## src/rtl/mbx_pkg.sv

```systemverilog
// Shared operation codes, cycle counts and status bit positions for the execute unit
package mbx_pkg;

  typedef enum logic [4:0] {
    op_mixed_sign_multiply,
    op_fractional_multiply_unsigned,
    op_fractional_multiply_signed,
    op_fractional_multiply_mixed,
    op_relative_jump,
    op_indirect_jump,
    op_extended_indirect_jump,
    op_direct_jump,
    op_relative_call,
    op_indirect_call,
    op_extended_indirect_call,
    op_direct_call,
    op_subroutine_return,
    op_interrupt_return,
    op_compare_skip_equal,
    op_register_compare,
    op_compare_with_carry,
    op_compare_immediate,
    op_skip_reg_bit_clear,
    op_skip_reg_bit_set,
    op_skip_io_bit_clear,
    op_skip_io_bit_set,
    op_branch_flag_set,
    op_branch_flag_clear,
    op_branch_on_equal,
    op_branch_on_not_equal
  } mbx_op_t;

  typedef enum logic {
    st_idle,
    st_run
  } mbx_state_t;

  // Cycle counts
  localparam logic [2:0] CYC_MUL       = 3'h2;
  localparam logic [2:0] CYC_JMP_SHORT = 3'h2;
  localparam logic [2:0] CYC_JMP_DIR   = 3'h3;
  localparam logic [2:0] CYC_CALL      = 3'h4;
  localparam logic [2:0] CYC_CALL_DIR  = 3'h5;
  localparam logic [2:0] CYC_RET       = 3'h5;
  localparam logic [2:0] CYC_CMP       = 3'h1;
  localparam logic [2:0] CYC_NOT_TAKEN = 3'h1;
  localparam logic [2:0] CYC_BR_TAKEN  = 3'h2;
  localparam logic [2:0] CYC_SKIP_ONE  = 3'h2;
  localparam logic [2:0] CYC_SKIP_TWO  = 3'h3;

  // Program counter steps in words
  localparam logic [1:0] STEP_NEXT     = 2'h1;
  localparam logic [1:0] STEP_SKIP_ONE = 2'h2;
  localparam logic [1:0] STEP_SKIP_TWO = 2'h3;

  // Status register bit positions
  localparam int SR_C = 0;
  localparam int SR_Z = 1;
  localparam int SR_N = 2;
  localparam int SR_V = 3;
  localparam int SR_H = 5;
  localparam int SR_I = 7;

  localparam logic [7:0]  STATUS_REGISTER_RST = 8'h00;
  localparam logic [15:0] PROD_RST = 16'h0000;
  localparam int          OFF_W    = 12;
  localparam int          PTR_W    = 16;

endpackage

```

## src/rtl/mbx_exec.sv

```systemverilog
// Execute unit for multiply, jump, call, return, compare, skip and branch operations
`timescale 1ns/1ps
module mbx_exec #(
  parameter int PC_W = 22
) (
  input  wire logic                    ref_clk,
  input  wire logic                    reset,
  input  wire logic                    start,
  input  mbx_pkg::mbx_op_t             op,
  input  wire logic [7:0]              reg_d,
  input  wire logic [7:0]              reg_r,
  input  wire logic [7:0]              imm,
  input  wire logic [2:0]              bit_sel,
  input  wire logic [7:0]              io_byte,
  input  wire logic                    next_two_word,
  input  wire logic [PC_W-1:0]         pc_in,
  input  wire logic [15:0]             z_ptr,
  input  wire logic [7:0]              ext_ind,
  input  wire logic [7:0]              status_register_in,
  input  wire logic [PC_W-1:0]         stack_pc,
  input  wire logic [PC_W-1:0]         target,
  input  wire logic [11:0]             offset,
  output logic                         ready,
  output logic                         busy,
  output logic                         done,
  output logic      [PC_W-1:0]         pc_out,
  output logic                         pc_we,
  output logic      [15:0]             prod_out,
  output logic                         prod_we,
  output logic      [7:0]              status_register_out,
  output logic                         status_register_we,
  output logic      [PC_W-1:0]         push_addr,
  output logic                         push_we,
  output logic                         pop_req
);

  if (PC_W < mbx_pkg::PTR_W || PC_W > mbx_pkg::PTR_W + 8) begin : g_bad_pc_w
    $error("mbx_exec: PC_W must lie between 16 and 24");
  end

  typedef struct packed {
    mbx_pkg::mbx_state_t st;
    logic [2:0]          cnt;
    logic [PC_W-1:0]     pc;
    logic [15:0]         prod;
    logic [7:0]          status_register;
    logic [PC_W-1:0]     ret;
    logic                pc_we;
    logic                prod_we;
    logic                status_register_we;
    logic                push;
    logic                pop;
  } mbx_regs_t;

  mbx_regs_t s_r;
  mbx_regs_t s_nxt;

  logic            take;
  logic [15:0]     mul_prod;
  logic            mul_c;
  logic            mul_a_s;
  logic            mul_b_s;
  logic            mul_frac;
  logic [7:0]      cmp_b;
  logic            cmp_cin;
  logic [7:0]      diff;
  logic [7:0]      cmp_flags;
  logic [PC_W-1:0] off_ext;
  logic [PC_W-1:0] rel_pc;
  logic [PC_W-1:0] ext_pc;
  logic [PC_W-1:0] z_pc;
  logic            skip_cond;
  logic            skip_op;
  logic            br_cond;
  logic            br_op;
  logic [1:0]      skip_step;
  logic [2:0]      skip_cyc;

  assign busy  = s_r.st == mbx_pkg::st_run;
  assign done  = busy && s_r.cnt == 3'h0;
  assign ready = !busy || done;
  assign take  = start && ready;

  assign pc_out    = s_r.pc;
  assign prod_out  = s_r.prod;
  assign status_register_out  = s_r.status_register;
  assign push_addr = s_r.ret;
  assign pc_we     = done && s_r.pc_we;
  assign prod_we   = done && s_r.prod_we;
  assign status_register_we   = done && s_r.status_register_we;
  assign push_we   = done && s_r.push;
  assign pop_req   = done && s_r.pop;

  // Multiplier operand modes
  assign mul_a_s  = op == mbx_pkg::op_mixed_sign_multiply ||
                    op == mbx_pkg::op_fractional_multiply_signed ||
                    op == mbx_pkg::op_fractional_multiply_mixed;
  assign mul_b_s  = op == mbx_pkg::op_fractional_multiply_signed;
  assign mul_frac = op != mbx_pkg::op_mixed_sign_multiply;

  mbx_multiplier #(.W(8)) u_mul (
    .a        (reg_d),
    .b        (reg_r),
    .a_signed (mul_a_s),
    .b_signed (mul_b_s),
    .frac     (mul_frac),
    .product  (mul_prod),
    .carry    (mul_c)
  );

  // Compare: difference with borrow flags, no register written
  assign cmp_b   = (op == mbx_pkg::op_compare_immediate) ? imm : reg_r;
  assign cmp_cin = (op == mbx_pkg::op_compare_with_carry) & status_register_in[mbx_pkg::SR_C];
  assign diff    = reg_d - cmp_b - {7'h00, cmp_cin};

  always_comb begin
    cmp_flags = status_register_in;
    cmp_flags[mbx_pkg::SR_H] = (~reg_d[3] & cmp_b[3]) | (cmp_b[3] & diff[3]) |
                               (diff[3] & ~reg_d[3]);
    cmp_flags[mbx_pkg::SR_C] = (~reg_d[7] & cmp_b[7]) | (cmp_b[7] & diff[7]) |
                               (diff[7] & ~reg_d[7]);
    cmp_flags[mbx_pkg::SR_V] = (reg_d[7] & ~cmp_b[7] & ~diff[7]) |
                               (~reg_d[7] & cmp_b[7] & diff[7]);
    cmp_flags[mbx_pkg::SR_N] = diff[7];
    // Carry form keeps Z only while the chain stays zero
    cmp_flags[mbx_pkg::SR_Z] = (diff == 8'h00) &
                               (op != mbx_pkg::op_compare_with_carry | status_register_in[mbx_pkg::SR_Z]);
  end

  // Targets
  assign off_ext = {{(PC_W-mbx_pkg::OFF_W){offset[11]}}, offset};
  assign rel_pc  = pc_in + off_ext + PC_W'(mbx_pkg::STEP_NEXT);
  assign z_pc    = PC_W'(z_ptr);
  assign ext_pc  = PC_W'({ext_ind, z_ptr});

  // Skip and branch conditions
  always_comb begin
    skip_op   = 1'b1;
    skip_cond = 1'b0;
    unique case (op)
      mbx_pkg::op_compare_skip_equal: skip_cond = reg_d == reg_r;
      mbx_pkg::op_skip_reg_bit_clear: skip_cond = !reg_r[bit_sel];
      mbx_pkg::op_skip_reg_bit_set:   skip_cond = reg_r[bit_sel];
      mbx_pkg::op_skip_io_bit_clear:  skip_cond = !io_byte[bit_sel];
      mbx_pkg::op_skip_io_bit_set:    skip_cond = io_byte[bit_sel];
      default:                        skip_op   = 1'b0;
    endcase
    br_op   = 1'b1;
    br_cond = 1'b0;
    unique case (op)
      mbx_pkg::op_branch_flag_set:     br_cond = status_register_in[bit_sel];
      mbx_pkg::op_branch_flag_clear:   br_cond = !status_register_in[bit_sel];
      mbx_pkg::op_branch_on_equal:     br_cond = status_register_in[mbx_pkg::SR_Z];
      mbx_pkg::op_branch_on_not_equal: br_cond = !status_register_in[mbx_pkg::SR_Z];
      default:                         br_op   = 1'b0;
    endcase
  end

  // Skip length follows the next instruction's word count
  assign skip_step = !skip_cond ? mbx_pkg::STEP_NEXT :
                     next_two_word ? mbx_pkg::STEP_SKIP_TWO : mbx_pkg::STEP_SKIP_ONE;
  assign skip_cyc  = !skip_cond ? mbx_pkg::CYC_NOT_TAKEN :
                     next_two_word ? mbx_pkg::CYC_SKIP_TWO : mbx_pkg::CYC_SKIP_ONE;

  always_comb begin
    s_nxt = s_r;
    if (s_r.st == mbx_pkg::st_run) begin
      if (done) s_nxt.st = mbx_pkg::st_idle;
      else s_nxt.cnt = s_r.cnt - 3'h1;
    end
    if (take) begin
      s_nxt.st      = mbx_pkg::st_run;
      s_nxt.pc_we   = 1'b1;
      s_nxt.prod_we = 1'b0;
      s_nxt.status_register_we = 1'b0;
      s_nxt.push    = 1'b0;
      s_nxt.pop     = 1'b0;
      s_nxt.pc      = pc_in + PC_W'(mbx_pkg::STEP_NEXT);
      s_nxt.ret     = pc_in + PC_W'(mbx_pkg::STEP_NEXT);
      s_nxt.cnt     = mbx_pkg::CYC_CMP - 3'h1;
      if (skip_op) begin
        s_nxt.pc  = pc_in + PC_W'(skip_step);
        s_nxt.cnt = skip_cyc - 3'h1;
      end else if (br_op) begin
        s_nxt.pc  = br_cond ? rel_pc : pc_in + PC_W'(mbx_pkg::STEP_NEXT);
        s_nxt.cnt = (br_cond ? mbx_pkg::CYC_BR_TAKEN : mbx_pkg::CYC_NOT_TAKEN) - 3'h1;
      end else begin
        unique case (op)
          mbx_pkg::op_mixed_sign_multiply, mbx_pkg::op_fractional_multiply_unsigned,
          mbx_pkg::op_fractional_multiply_signed, mbx_pkg::op_fractional_multiply_mixed: begin
            s_nxt.prod    = mul_prod;
            s_nxt.prod_we = 1'b1;
            s_nxt.status_register_we = 1'b1;
            s_nxt.status_register    = status_register_in;
            s_nxt.status_register[mbx_pkg::SR_C] = mul_c;
            s_nxt.status_register[mbx_pkg::SR_Z] = mul_prod == 16'h0000;
            s_nxt.cnt     = mbx_pkg::CYC_MUL - 3'h1;
          end
          mbx_pkg::op_relative_jump: begin
            s_nxt.pc  = rel_pc;
            s_nxt.cnt = mbx_pkg::CYC_JMP_SHORT - 3'h1;
          end
          mbx_pkg::op_indirect_jump: begin
            s_nxt.pc  = z_pc;
            s_nxt.cnt = mbx_pkg::CYC_JMP_SHORT - 3'h1;
          end
          mbx_pkg::op_extended_indirect_jump: begin
            s_nxt.pc  = ext_pc;
            s_nxt.cnt = mbx_pkg::CYC_JMP_SHORT - 3'h1;
          end
          mbx_pkg::op_direct_jump: begin
            s_nxt.pc  = target;
            s_nxt.cnt = mbx_pkg::CYC_JMP_DIR - 3'h1;
          end
          mbx_pkg::op_relative_call, mbx_pkg::op_indirect_call,
          mbx_pkg::op_extended_indirect_call: begin
            s_nxt.push = 1'b1;
            s_nxt.cnt  = mbx_pkg::CYC_CALL - 3'h1;
            if (op == mbx_pkg::op_relative_call) s_nxt.pc = rel_pc;
            else if (op == mbx_pkg::op_indirect_call) s_nxt.pc = z_pc;
            else s_nxt.pc = ext_pc;
          end
          mbx_pkg::op_direct_call: begin
            s_nxt.push = 1'b1;
            s_nxt.pc   = target;
            s_nxt.ret  = pc_in + PC_W'(mbx_pkg::STEP_SKIP_ONE);
            s_nxt.cnt  = mbx_pkg::CYC_CALL_DIR - 3'h1;
          end
          mbx_pkg::op_subroutine_return, mbx_pkg::op_interrupt_return: begin
            s_nxt.pop = 1'b1;
            s_nxt.pc  = stack_pc;
            s_nxt.cnt = mbx_pkg::CYC_RET - 3'h1;
            if (op == mbx_pkg::op_interrupt_return) begin
              s_nxt.status_register    = status_register_in;
              s_nxt.status_register[mbx_pkg::SR_I] = 1'b1;
              s_nxt.status_register_we = 1'b1;
            end
          end
          mbx_pkg::op_register_compare, mbx_pkg::op_compare_with_carry,
          mbx_pkg::op_compare_immediate: begin
            s_nxt.status_register    = cmp_flags;
            s_nxt.status_register_we = 1'b1;
            s_nxt.cnt     = mbx_pkg::CYC_CMP - 3'h1;
          end
          default: s_nxt.pc_we = 1'b1;
        endcase
      end
    end
  end

  always_ff @(posedge ref_clk or posedge reset) begin
    if (reset) begin
      s_r <= '{st: mbx_pkg::st_idle, cnt: 3'h0, pc: '0, prod: mbx_pkg::PROD_RST,
               status_register: mbx_pkg::STATUS_REGISTER_RST, ret: '0, pc_we: 1'b0, prod_we: 1'b0,
               status_register_we: 1'b0, push: 1'b0, pop: 1'b0};
    end else begin
      s_r <= s_nxt;
    end
  end

  // Checks
  AST_MIXED_MUL: assert property (@(posedge ref_clk) disable iff (reset)
    take && op == mbx_pkg::op_mixed_sign_multiply |=> !done ##1 (done && prod_we && status_register_we))
    else $error("mixed multiply not done in 2 cycles");
  AST_FRAC_MUL: assert property (@(posedge ref_clk) disable iff (reset)
    take && op == mbx_pkg::op_fractional_multiply_unsigned |-> ##2 (done && !prod_out[0]))
    else $error("fractional product not shifted or late");
  AST_IND_JUMP: assert property (@(posedge ref_clk) disable iff (reset)
    take && op == mbx_pkg::op_indirect_jump |-> ##2 (done && pc_out == PC_W'($past(z_ptr, 2))))
    else $error("indirect jump target or timing wrong");
  AST_DIR_JUMP: assert property (@(posedge ref_clk) disable iff (reset)
    take && op == mbx_pkg::op_direct_jump |=> !done [*2] ##1 done)
    else $error("direct jump not 3 cycles");
  AST_EXT_JUMP: assert property (@(posedge ref_clk) disable iff (reset)
    take && op == mbx_pkg::op_extended_indirect_jump |-> ##2 (done && !status_register_we &&
      pc_out == PC_W'({$past(ext_ind, 2), $past(z_ptr, 2)})))
    else $error("extended jump wrong");
  AST_CALL_DIR: assert property (@(posedge ref_clk) disable iff (reset)
    take && op == mbx_pkg::op_direct_call |-> ##5 (done && push_we && !status_register_we &&
      push_addr == $past(pc_in, 5) + PC_W'(2)))
    else $error("direct call wrong");
  AST_EXT_CALL: assert property (@(posedge ref_clk) disable iff (reset)
    take && op == mbx_pkg::op_extended_indirect_call |-> ##4 (done && push_we && !status_register_we))
    else $error("extended call not 4 cycles");
  AST_COMPARE_SKIP_EQUAL_SKIP: assert property (@(posedge ref_clk) disable iff (reset)
    take && op == mbx_pkg::op_compare_skip_equal && reg_d == reg_r && !next_two_word
      |-> ##2 (done && pc_out == $past(pc_in, 2) + PC_W'(2)))
    else $error("equal compare skip wrong");
  AST_COMPARE: assert property (@(posedge ref_clk) disable iff (reset)
    take && op == mbx_pkg::op_register_compare |=> (done && status_register_we && !prod_we &&
      status_register_out[mbx_pkg::SR_Z] == ($past(reg_d) == $past(reg_r))))
    else $error("compare flags or timing wrong");
  AST_SKIP_NOT_TAKEN: assert property (@(posedge ref_clk) disable iff (reset)
    take && op == mbx_pkg::op_skip_reg_bit_clear && reg_r[bit_sel]
      |=> (done && pc_out == $past(pc_in) + PC_W'(1)))
    else $error("untaken skip wrong");
  AST_SKIP_TWO: assert property (@(posedge ref_clk) disable iff (reset)
    take && op == mbx_pkg::op_skip_io_bit_set && io_byte[bit_sel] && next_two_word
      |-> ##3 (done && pc_out == $past(pc_in, 3) + PC_W'(3)))
    else $error("two-word skip wrong");
  AST_BRANCH_TAKEN: assert property (@(posedge ref_clk) disable iff (reset)
    take && op == mbx_pkg::op_branch_flag_set && status_register_in[bit_sel] |=> !done ##1 done)
    else $error("taken branch not 2 cycles");
  AST_BRANCH_NE: assert property (@(posedge ref_clk) disable iff (reset)
    take && op == mbx_pkg::op_branch_on_not_equal && status_register_in[mbx_pkg::SR_Z]
      |=> (done && pc_out == $past(pc_in) + PC_W'(1)))
    else $error("untaken branch wrong");
  AST_INTERRUPT_RETURN: assert property (@(posedge ref_clk) disable iff (reset)
    take && op == mbx_pkg::op_interrupt_return |-> ##5 (done && pop_req && status_register_we &&
      status_register_out[mbx_pkg::SR_I]))
    else $error("interrupt return wrong");

  COV_MUL: cover property (@(posedge ref_clk) disable iff (reset)
    take && op == mbx_pkg::op_fractional_multiply_mixed);
  COV_CALL: cover property (@(posedge ref_clk) disable iff (reset)
    take && op == mbx_pkg::op_relative_call ##4 done);
  COV_SKIP: cover property (@(posedge ref_clk) disable iff (reset)
    take && skip_op && skip_cond && next_two_word);
  COV_BACK: cover property (@(posedge ref_clk) disable iff (reset) done && take);

endmodule // mbx_exec

```

## src/rtl/mbx_multiplier.sv

```systemverilog
// Signed, unsigned and fractional 8 by 8 multiplier
`timescale 1ns/1ps
module mbx_multiplier #(
  parameter int W = 8
) (
  input  wire logic [W-1:0]   a,
  input  wire logic [W-1:0]   b,
  input  wire logic           a_signed,
  input  wire logic           b_signed,
  input  wire logic           frac,
  output logic      [2*W-1:0] product,
  output logic                carry
);

  if (W < 2) begin : g_bad_width
    $error("mbx_multiplier: W must be at least 2");
  end

  logic signed [W:0]     a_ext;
  logic signed [W:0]     b_ext;
  logic signed [2*W+1:0] raw;

  assign a_ext = $signed({a_signed & a[W-1], a});
  assign b_ext = $signed({b_signed & b[W-1], b});
  assign raw   = a_ext * b_ext;
  // Carry is taken from the unshifted product
  assign carry   = raw[2*W-1];
  assign product = frac ? {raw[2*W-2:0], 1'b0} : raw[2*W-1:0];

endmodule // mbx_multiplier

```

## config.mk

```make
export PLATFORM = sky130hd
export DESIGN_NAME = mbx_exec
export DESIGN_NICKNAME = d
export VERILOG_FILES = /design/src/rtl/mbx_pkg.sv /design/src/rtl/mbx_exec.sv /design/src/rtl/mbx_multiplier.sv
export SDC_FILE = /design/constraint.sdc
export NUM_CORES = 1
export LEC_CHECK = 0
export BUFFER_PORTS_ARGS = -buffer_cell sky130_fd_sc_hd__buf_4
export CAP_MARGIN = 20
export CORE_MARGIN = 3
export CORE_UTILIZATION = 48
export CTS_BUF_LIST = sky130_fd_sc_hd__clkbuf_8
export DETAILED_ROUTE_END_ITERATION = 16
export GPL_TIMING_DRIVEN = 1
export PLACE_DENSITY_LB_ADDON = 0.12
export SLEW_MARGIN = 20
export SYNTH_ARGS = -nofsm -noshare
export SYNTH_HDL_FRONTEND = slang
export SYNTH_SLANG_ARGS = --single-unit
```

## constraint.sdc

```tcl
create_clock -name ref_clk -period 6.4 [get_ports ref_clk]
set_input_delay 1.28 -clock ref_clk [delete_from_list [all_inputs] [get_ports ref_clk]]
set_output_delay 1.28 -clock ref_clk [all_outputs]
set_load 0.1 [all_outputs]
```

# Word level (Yosys, flattened, before mapping)
# Cells that the tools add are included.
# totals
in_bits	154
out_inout_bits	76
ff_bits	77
word_cells	152
# classes
n_mul	1
n_eq_ne	29
bitwise	25
mux	39
add_sub_neg	10
reduce_logical	36
n_lt_le_gt_ge	1
# ops
cell	count
22-bit one-hot mux with 6 select lines	1
51-bit 2-to-1 mux	2
22-bit 2-to-1 mux	4
77-bit 2-to-1 mux	1
5-bit equality test, second input constant	10
25-bit 2-to-1 mux	2
22-bit by 1-bit adder with 22-bit output, second input constant	2
5-bit by 4-bit equality test with 1-bit output, second input constant	8
16-bit 2-to-1 mux	2
8-bit one-hot mux with 3 select lines	1
22-bit by 2-bit adder with 22-bit output	1
22-bit by 2-bit adder with 22-bit output, second input constant	1
22-bit adder	1
5-bit by 3-bit equality test with 1-bit output, second input constant	4
16-bit zero test	1
9-bit by 9-bit multiplier with 16-bit output	1
8-bit 2-to-1 mux	2
7-bit OR reduction	2
1-bit AND	13
1-bit 2-to-1 mux	12
3-bit one-hot mux with 4 select lines	1
4-bit OR reduction	3
5-bit by 2-bit equality test with 1-bit output, second input constant	2
1-bit binary-select mux with 3-bit select	3
33 further kinds	61

# Longest topological paths before layout
# depth
ltp_word	11
mapped_depth	23
depth_no_buf	21

# By module
# From an unflattened synthesis, not the netlist that was laid out.
# hier_totals
hier_cells	1324
area_unflattened_um2	10913.0
# modules_own_cells
mod	instances	area_each_um2	cells_per_inst
mbx_exec	1	7987.7	993
mbx_multiplier	1	2925.3	331

# Least setup slack after synthesis
# Ideal clock, no wire load.
# synth_timing
kind	input-to-reg
start	in op[4]
end	reg s_r, in the netlist prod_out[15]
setup_ps	125
n_path_buf	1
slack_ps	-551
arrival_ps	6827
cell_stages	21
path_cell_list	buf_2 -> nor3_2 -> nand3_1 -> or2_2 -> fa_1 -> fa_1 -> inv_1 -> fa_1 -> fa_1 -> inv_1 -> fa_1 -> inv_1 -> ha_1 -> o21a_1 -> o31a_1 -> o41ai_1 -> o21bai_1 -> a21oi_1 -> xor2_1 -> o21bai_1 -> mux2_2
# synth_via
elab_chain_cells	6
word_cells_on_any_way	28
# synth_rtl
element	line	source
start, declared	mbx_exec.sv:9	input mbx_pkg::mbx_op_t op,
5-bit by 2-bit equality test with 1-bit output or 5-bit zero test (tied branches)	-	
1-bit logical OR	mbx_exec.sv:95	assign mul_a_s = op == mbx_pkg::op_mixed_sign_multiply ||
1-bit logical OR	mbx_exec.sv:96	op == mbx_pkg::op_fractional_multiply_signed ||
1-bit AND	mbx_multiplier.sv:23	assign a_ext = $signed({a_signed & a[W-1], a});
9-bit by 9-bit multiplier with 16-bit output	mbx_multiplier.sv:25	assign raw = a_ext * b_ext;
16-bit 2-to-1 mux	mbx_multiplier.sv:28	assign product = frac ? {raw[2*W-2:0], 1'b0} : raw[2*W-1:0];
end signal, assigned	mbx_exec.sv:253	s_r <= '{st: mbx_pkg::st_idle, cnt: 3'h0, pc: '0, prod: mbx_pkg::PROD_RST,
end signal, assigned	mbx_exec.sv:257	s_r <= s_nxt;
end, declared	mbx_exec.sv:55	mbx_regs_t s_r;
# Parallel ways exist; a longest one is shown, timed or not.
# A chain may end at the register's enable or synchronous reset.

# Final worst setup path
# layout_timing
start	in op[2]
end	reg s_r, in the netlist prod_out[15]
# Same word-level chain as after synthesis.

==> results.cfg <==
[outcome]
status = completed

[global_routing]
antenna_found_initial = 0
grt_max_degree = 78
track_usage = 0.279
grt_pass1_vias = 9459
grt_overflow_total = 0
grt_pass1_wl_mm = 52.6

[sta]
fmax_mhz = 163
setup_viol = 0
holdWs_ns = 0.478
finalCritPeriodShare = 0.958
slew_headroom = 0.218
tightestPinTransition_ns = 1.17
drv_slew = 0
fin_ws_ns = 0.266
finClkSkew_ns = 0.0176
hold_violations = 0
finalCriticalPeriod_ns = 6.13
tns_ns = 0

[placed_design]
io_buffers = 227
place_area_sq_um = 12200
gp_congestion = 0.975
dpl.hpwl_mm = 27.4
preCtsSetupSlack_ns = -0.283
place_inst = 1708

[routing]
finalWirelength_mm = 34.1
ant_nets = 0
wire_per_inst_um = 19.7
drt-initial-drc-count = 962
drcViolationCount = 0
viasPerCell = 5.63
vias = 9715
drtPass1Iterations = 8

[critical_path]
r2r-start = s_r[73]
worstRegToRegCells = 9
end_kind = register
path_max_fanout = 8
crit_type = in2reg
cp_data_arrival_time_ns = 6.39
r2r_end = status_register_out[1]
cp.required_ns = 6.65
reg2reg_slack_ns = 2.60
start_kind = input port

[die]
coreArea_sq_um = 21300
die_y_um = 154
num_rows = 53
die-area_sq_um = 23800
die_x_um = 154
top_level_ports = 230
initial_core_util = 0.496

[worst_hold_path]
hold_class = reg2reg
worstHoldPathCells = 2
hold_start = s_r[3]
holdPathEnd = s_r[3]

[finish]
fin_area_sq_um = 12400
areaGrowthSynthToFinish_pct = 17.5
fin_nets = 1749
diodes = 0
finish.cell_count_without_fillers = 1725
post-route-util = 0.583
drive_gt1_frac = 0.221

[power]
seq_power_share = 0.171
total_power_mw = 4.98
cellLeakagePower_nw = 5.96
sw_frac_of_total = 0.606
power_frac_comb = 0.749
pwr-share-clk = 0.080
power_switching_mw = 3.02
p_int_mw = 1.96
p_per_area_nw_per_um2 = 401
peakVddDrop_v = 0.000240

[clock_network]
clk_pin_slew_ns = 0.09
root_buffer = clkbuf_8
holdBufCountCts = 0
clk_latency_ns = 0.37
cts_htree_levels = 3
cts_setup_buffers = 0
cts_resized = 0
cts_tree = yes
clockBufferDepth = 2
cts_sinks = 77
cts_buffers = 9

[yosys]
yosysWarnings = 0
ys_seq_area_frac = 0.183
synthCells = 1306
yosys-top-cells-area = dfrtp_1 (18%), fa_1 (13%), ha_1 (9.8%), nand2_1 (6.0%), buf_4 (4.8%)
synthDistinctLibCells = 76
synth_nets = 1610
syn_area_sq_um = 10600
synth_largest_area_cell = dfrtp_1
synth_ff_type = dfrtp_1
synth_edf_count = 0
synth_area_per_cell_sq_um = 8.08
synth-async-reset-ratio = 1.00
synth_top_area_share = 0.183
ys_seq_elements = 77

[run]
maxCapViolations = 0
[layout make-up]
| type | instances | area (sq um) |
|---|---|---|
| fill | 2010 | 8890 |
| clock inverter | 7 | 83.8 |
| clock buffer | 9 | 124 |
| timing repair buffer | 263 | 1990 |
| multi-input combinational | 977 | 7490 |
| tap | 275 | 344 |
| inverter | 117 | 440 |
| sequential | 77 | 1930 |
[cell families (layout without fill, tap and decap cells)]
family | after synthesis | in the layout | share of synthesized area
multiplexers | 33 | 33 | 0.0411
AO/OA/AOI/OAI | 270 | 270 | 0.165
XOR/XNOR | 100 | 100 | 0.0830
AND/OR/NAND/NOR | 424 | 424 | 0.188
buffers and inverters | 252 | 396 | 0.116
adder cells (fa/ha/maj) | 150 | 150 | 0.225
flip-flops | 77 | 77 | 0.183
[registers in the layout, summed over array words and instances (netlist names)]
name,count
status_register_out,8
push_addr,22
prod_out,16
pc_out,22
s_r,8
busy,1
[worst max-delay path by stage]
stage	cells past startpoint	end	slack, ns	start
2_1_floorplan	21	prod_out[15]	0.02	op[3]
3_3_place_gp	22	prod_out[15]	-0.20	op[2]
3_5_place_dp	23	prod_out[15]	-0.28	op[2]
4_1_cts	23	prod_out[15]	0.11	op[2]
5_1_grt	24	status_register_out[1]	-0.004	op[2]
6_report	23	prod_out[15]	0.27	op[2]
[synthesized netlist by cell type (5+ instances only)]
| library cell | count |
|---|---|
| a222oi_1 | 6 |
| buf_2 | 10 |
| ha_1 | 83 |
| o211ai_1 | 9 |
| clkbuf_1 | 52 |
| and2_1 | 45 |
| a211oi_1 | 5 |
| a21o_1 | 10 |
| nor2_1 | 95 |
| a21oi_1 | 64 |
| o22ai_1 | 10 |
| nor3_1 | 15 |
| nor4_1 | 7 |
| o21ai_1 | 17 |
| a221oi_1 | 9 |
| buf_4 | 68 |
| o21a_1 | 5 |
| nor2b_1 | 7 |
| xnor2_1 | 53 |
| o21ai_0 | 75 |
| fa_1 | 67 |
| mux2i_1 | 19 |
| a22oi_1 | 8 |
| nand4_1 | 13 |
| nand2b_1 | 10 |
| mux2_2 | 7 |
| xor2_1 | 47 |
| nand3_1 | 29 |
| inv_1 | 116 |
| and3_1 | 14 |
| nand2_1 | 169 |
| dfrtp_1 | 77 |
[worst max-delay path: stages]
cell	delay (ns)
buf_4	0.12
nor3_4	0.16
buf_4	0.18
and3_4	0.24
nand2_2	0.08
buf_4	0.13
inv_1	0.09
fa_1	0.45
inv_1	0.12
fa_1	0.40
inv_1	0.09
fa_1	0.44
fa_1	0.49
ha_1	0.31
ha_1	0.34
nand3_1	0.10
o211ai_1	0.13
o41ai_2	0.28
o21ai_0	0.17
xor2_1	0.18
and2_1	0.18
o21bai_1	0.15
mux2_2	0.27
[routing by layer]
layer  up-vias  track usage  routed length, um  share of wire
li1       4639            -                  -              -
met1      4614        0.434              16100           0.47
met2       425        0.390              13900           0.41
met3        37       0.0736               3530           0.10
met4         0       0.0526                506          0.015
met5         -            0                  0              0
[cells in the final DEF, fill, tap and decap left out, types with 5 or more instances in the layout]
| master | instances |
|---|---|
| buf_4 | 262 |
| nand2_1 | 167 |
| inv_1 | 114 |
| nor2_1 | 95 |
| ha_1 | 81 |
| dfrtp_1 | 77 |
| o21ai_0 | 75 |
| fa_1 | 67 |
| a21oi_1 | 64 |
| xnor2_1 | 53 |
| xor2_1 | 47 |
| and2_1 | 45 |
| nand3_1 | 28 |
| mux2i_1 | 19 |
| o21ai_1 | 17 |
| nor3_1 | 14 |
| and3_1 | 13 |
| nand4_1 | 13 |
| nand2b_1 | 10 |
| a21o_1 | 10 |
| o22ai_1 | 10 |
| o211ai_1 | 9 |
| a221oi_1 | 9 |
| clkbuf_8 | 9 |
| a22oi_1 | 8 |
| mux2_2 | 7 |
| nor4_1 | 7 |
| nor2b_1 | 6 |
| a222oi_1 | 6 |
| o21a_1 | 5 |
[power by group through the flow]
stage	sequential [mW]	clock, mW	combinational (mW)
6_report	0.849	0.401	3.73
2_1_floorplan	0.825	0	3.09
5_1_grt	0.881	0.424	3.98
4_1_cts	0.850	0.409	3.72
3_3_place_gp	0.854	0	3.67
3_5_place_dp	0.860	0	3.71
Note: power is estimated with default switching activity, not from simulation.
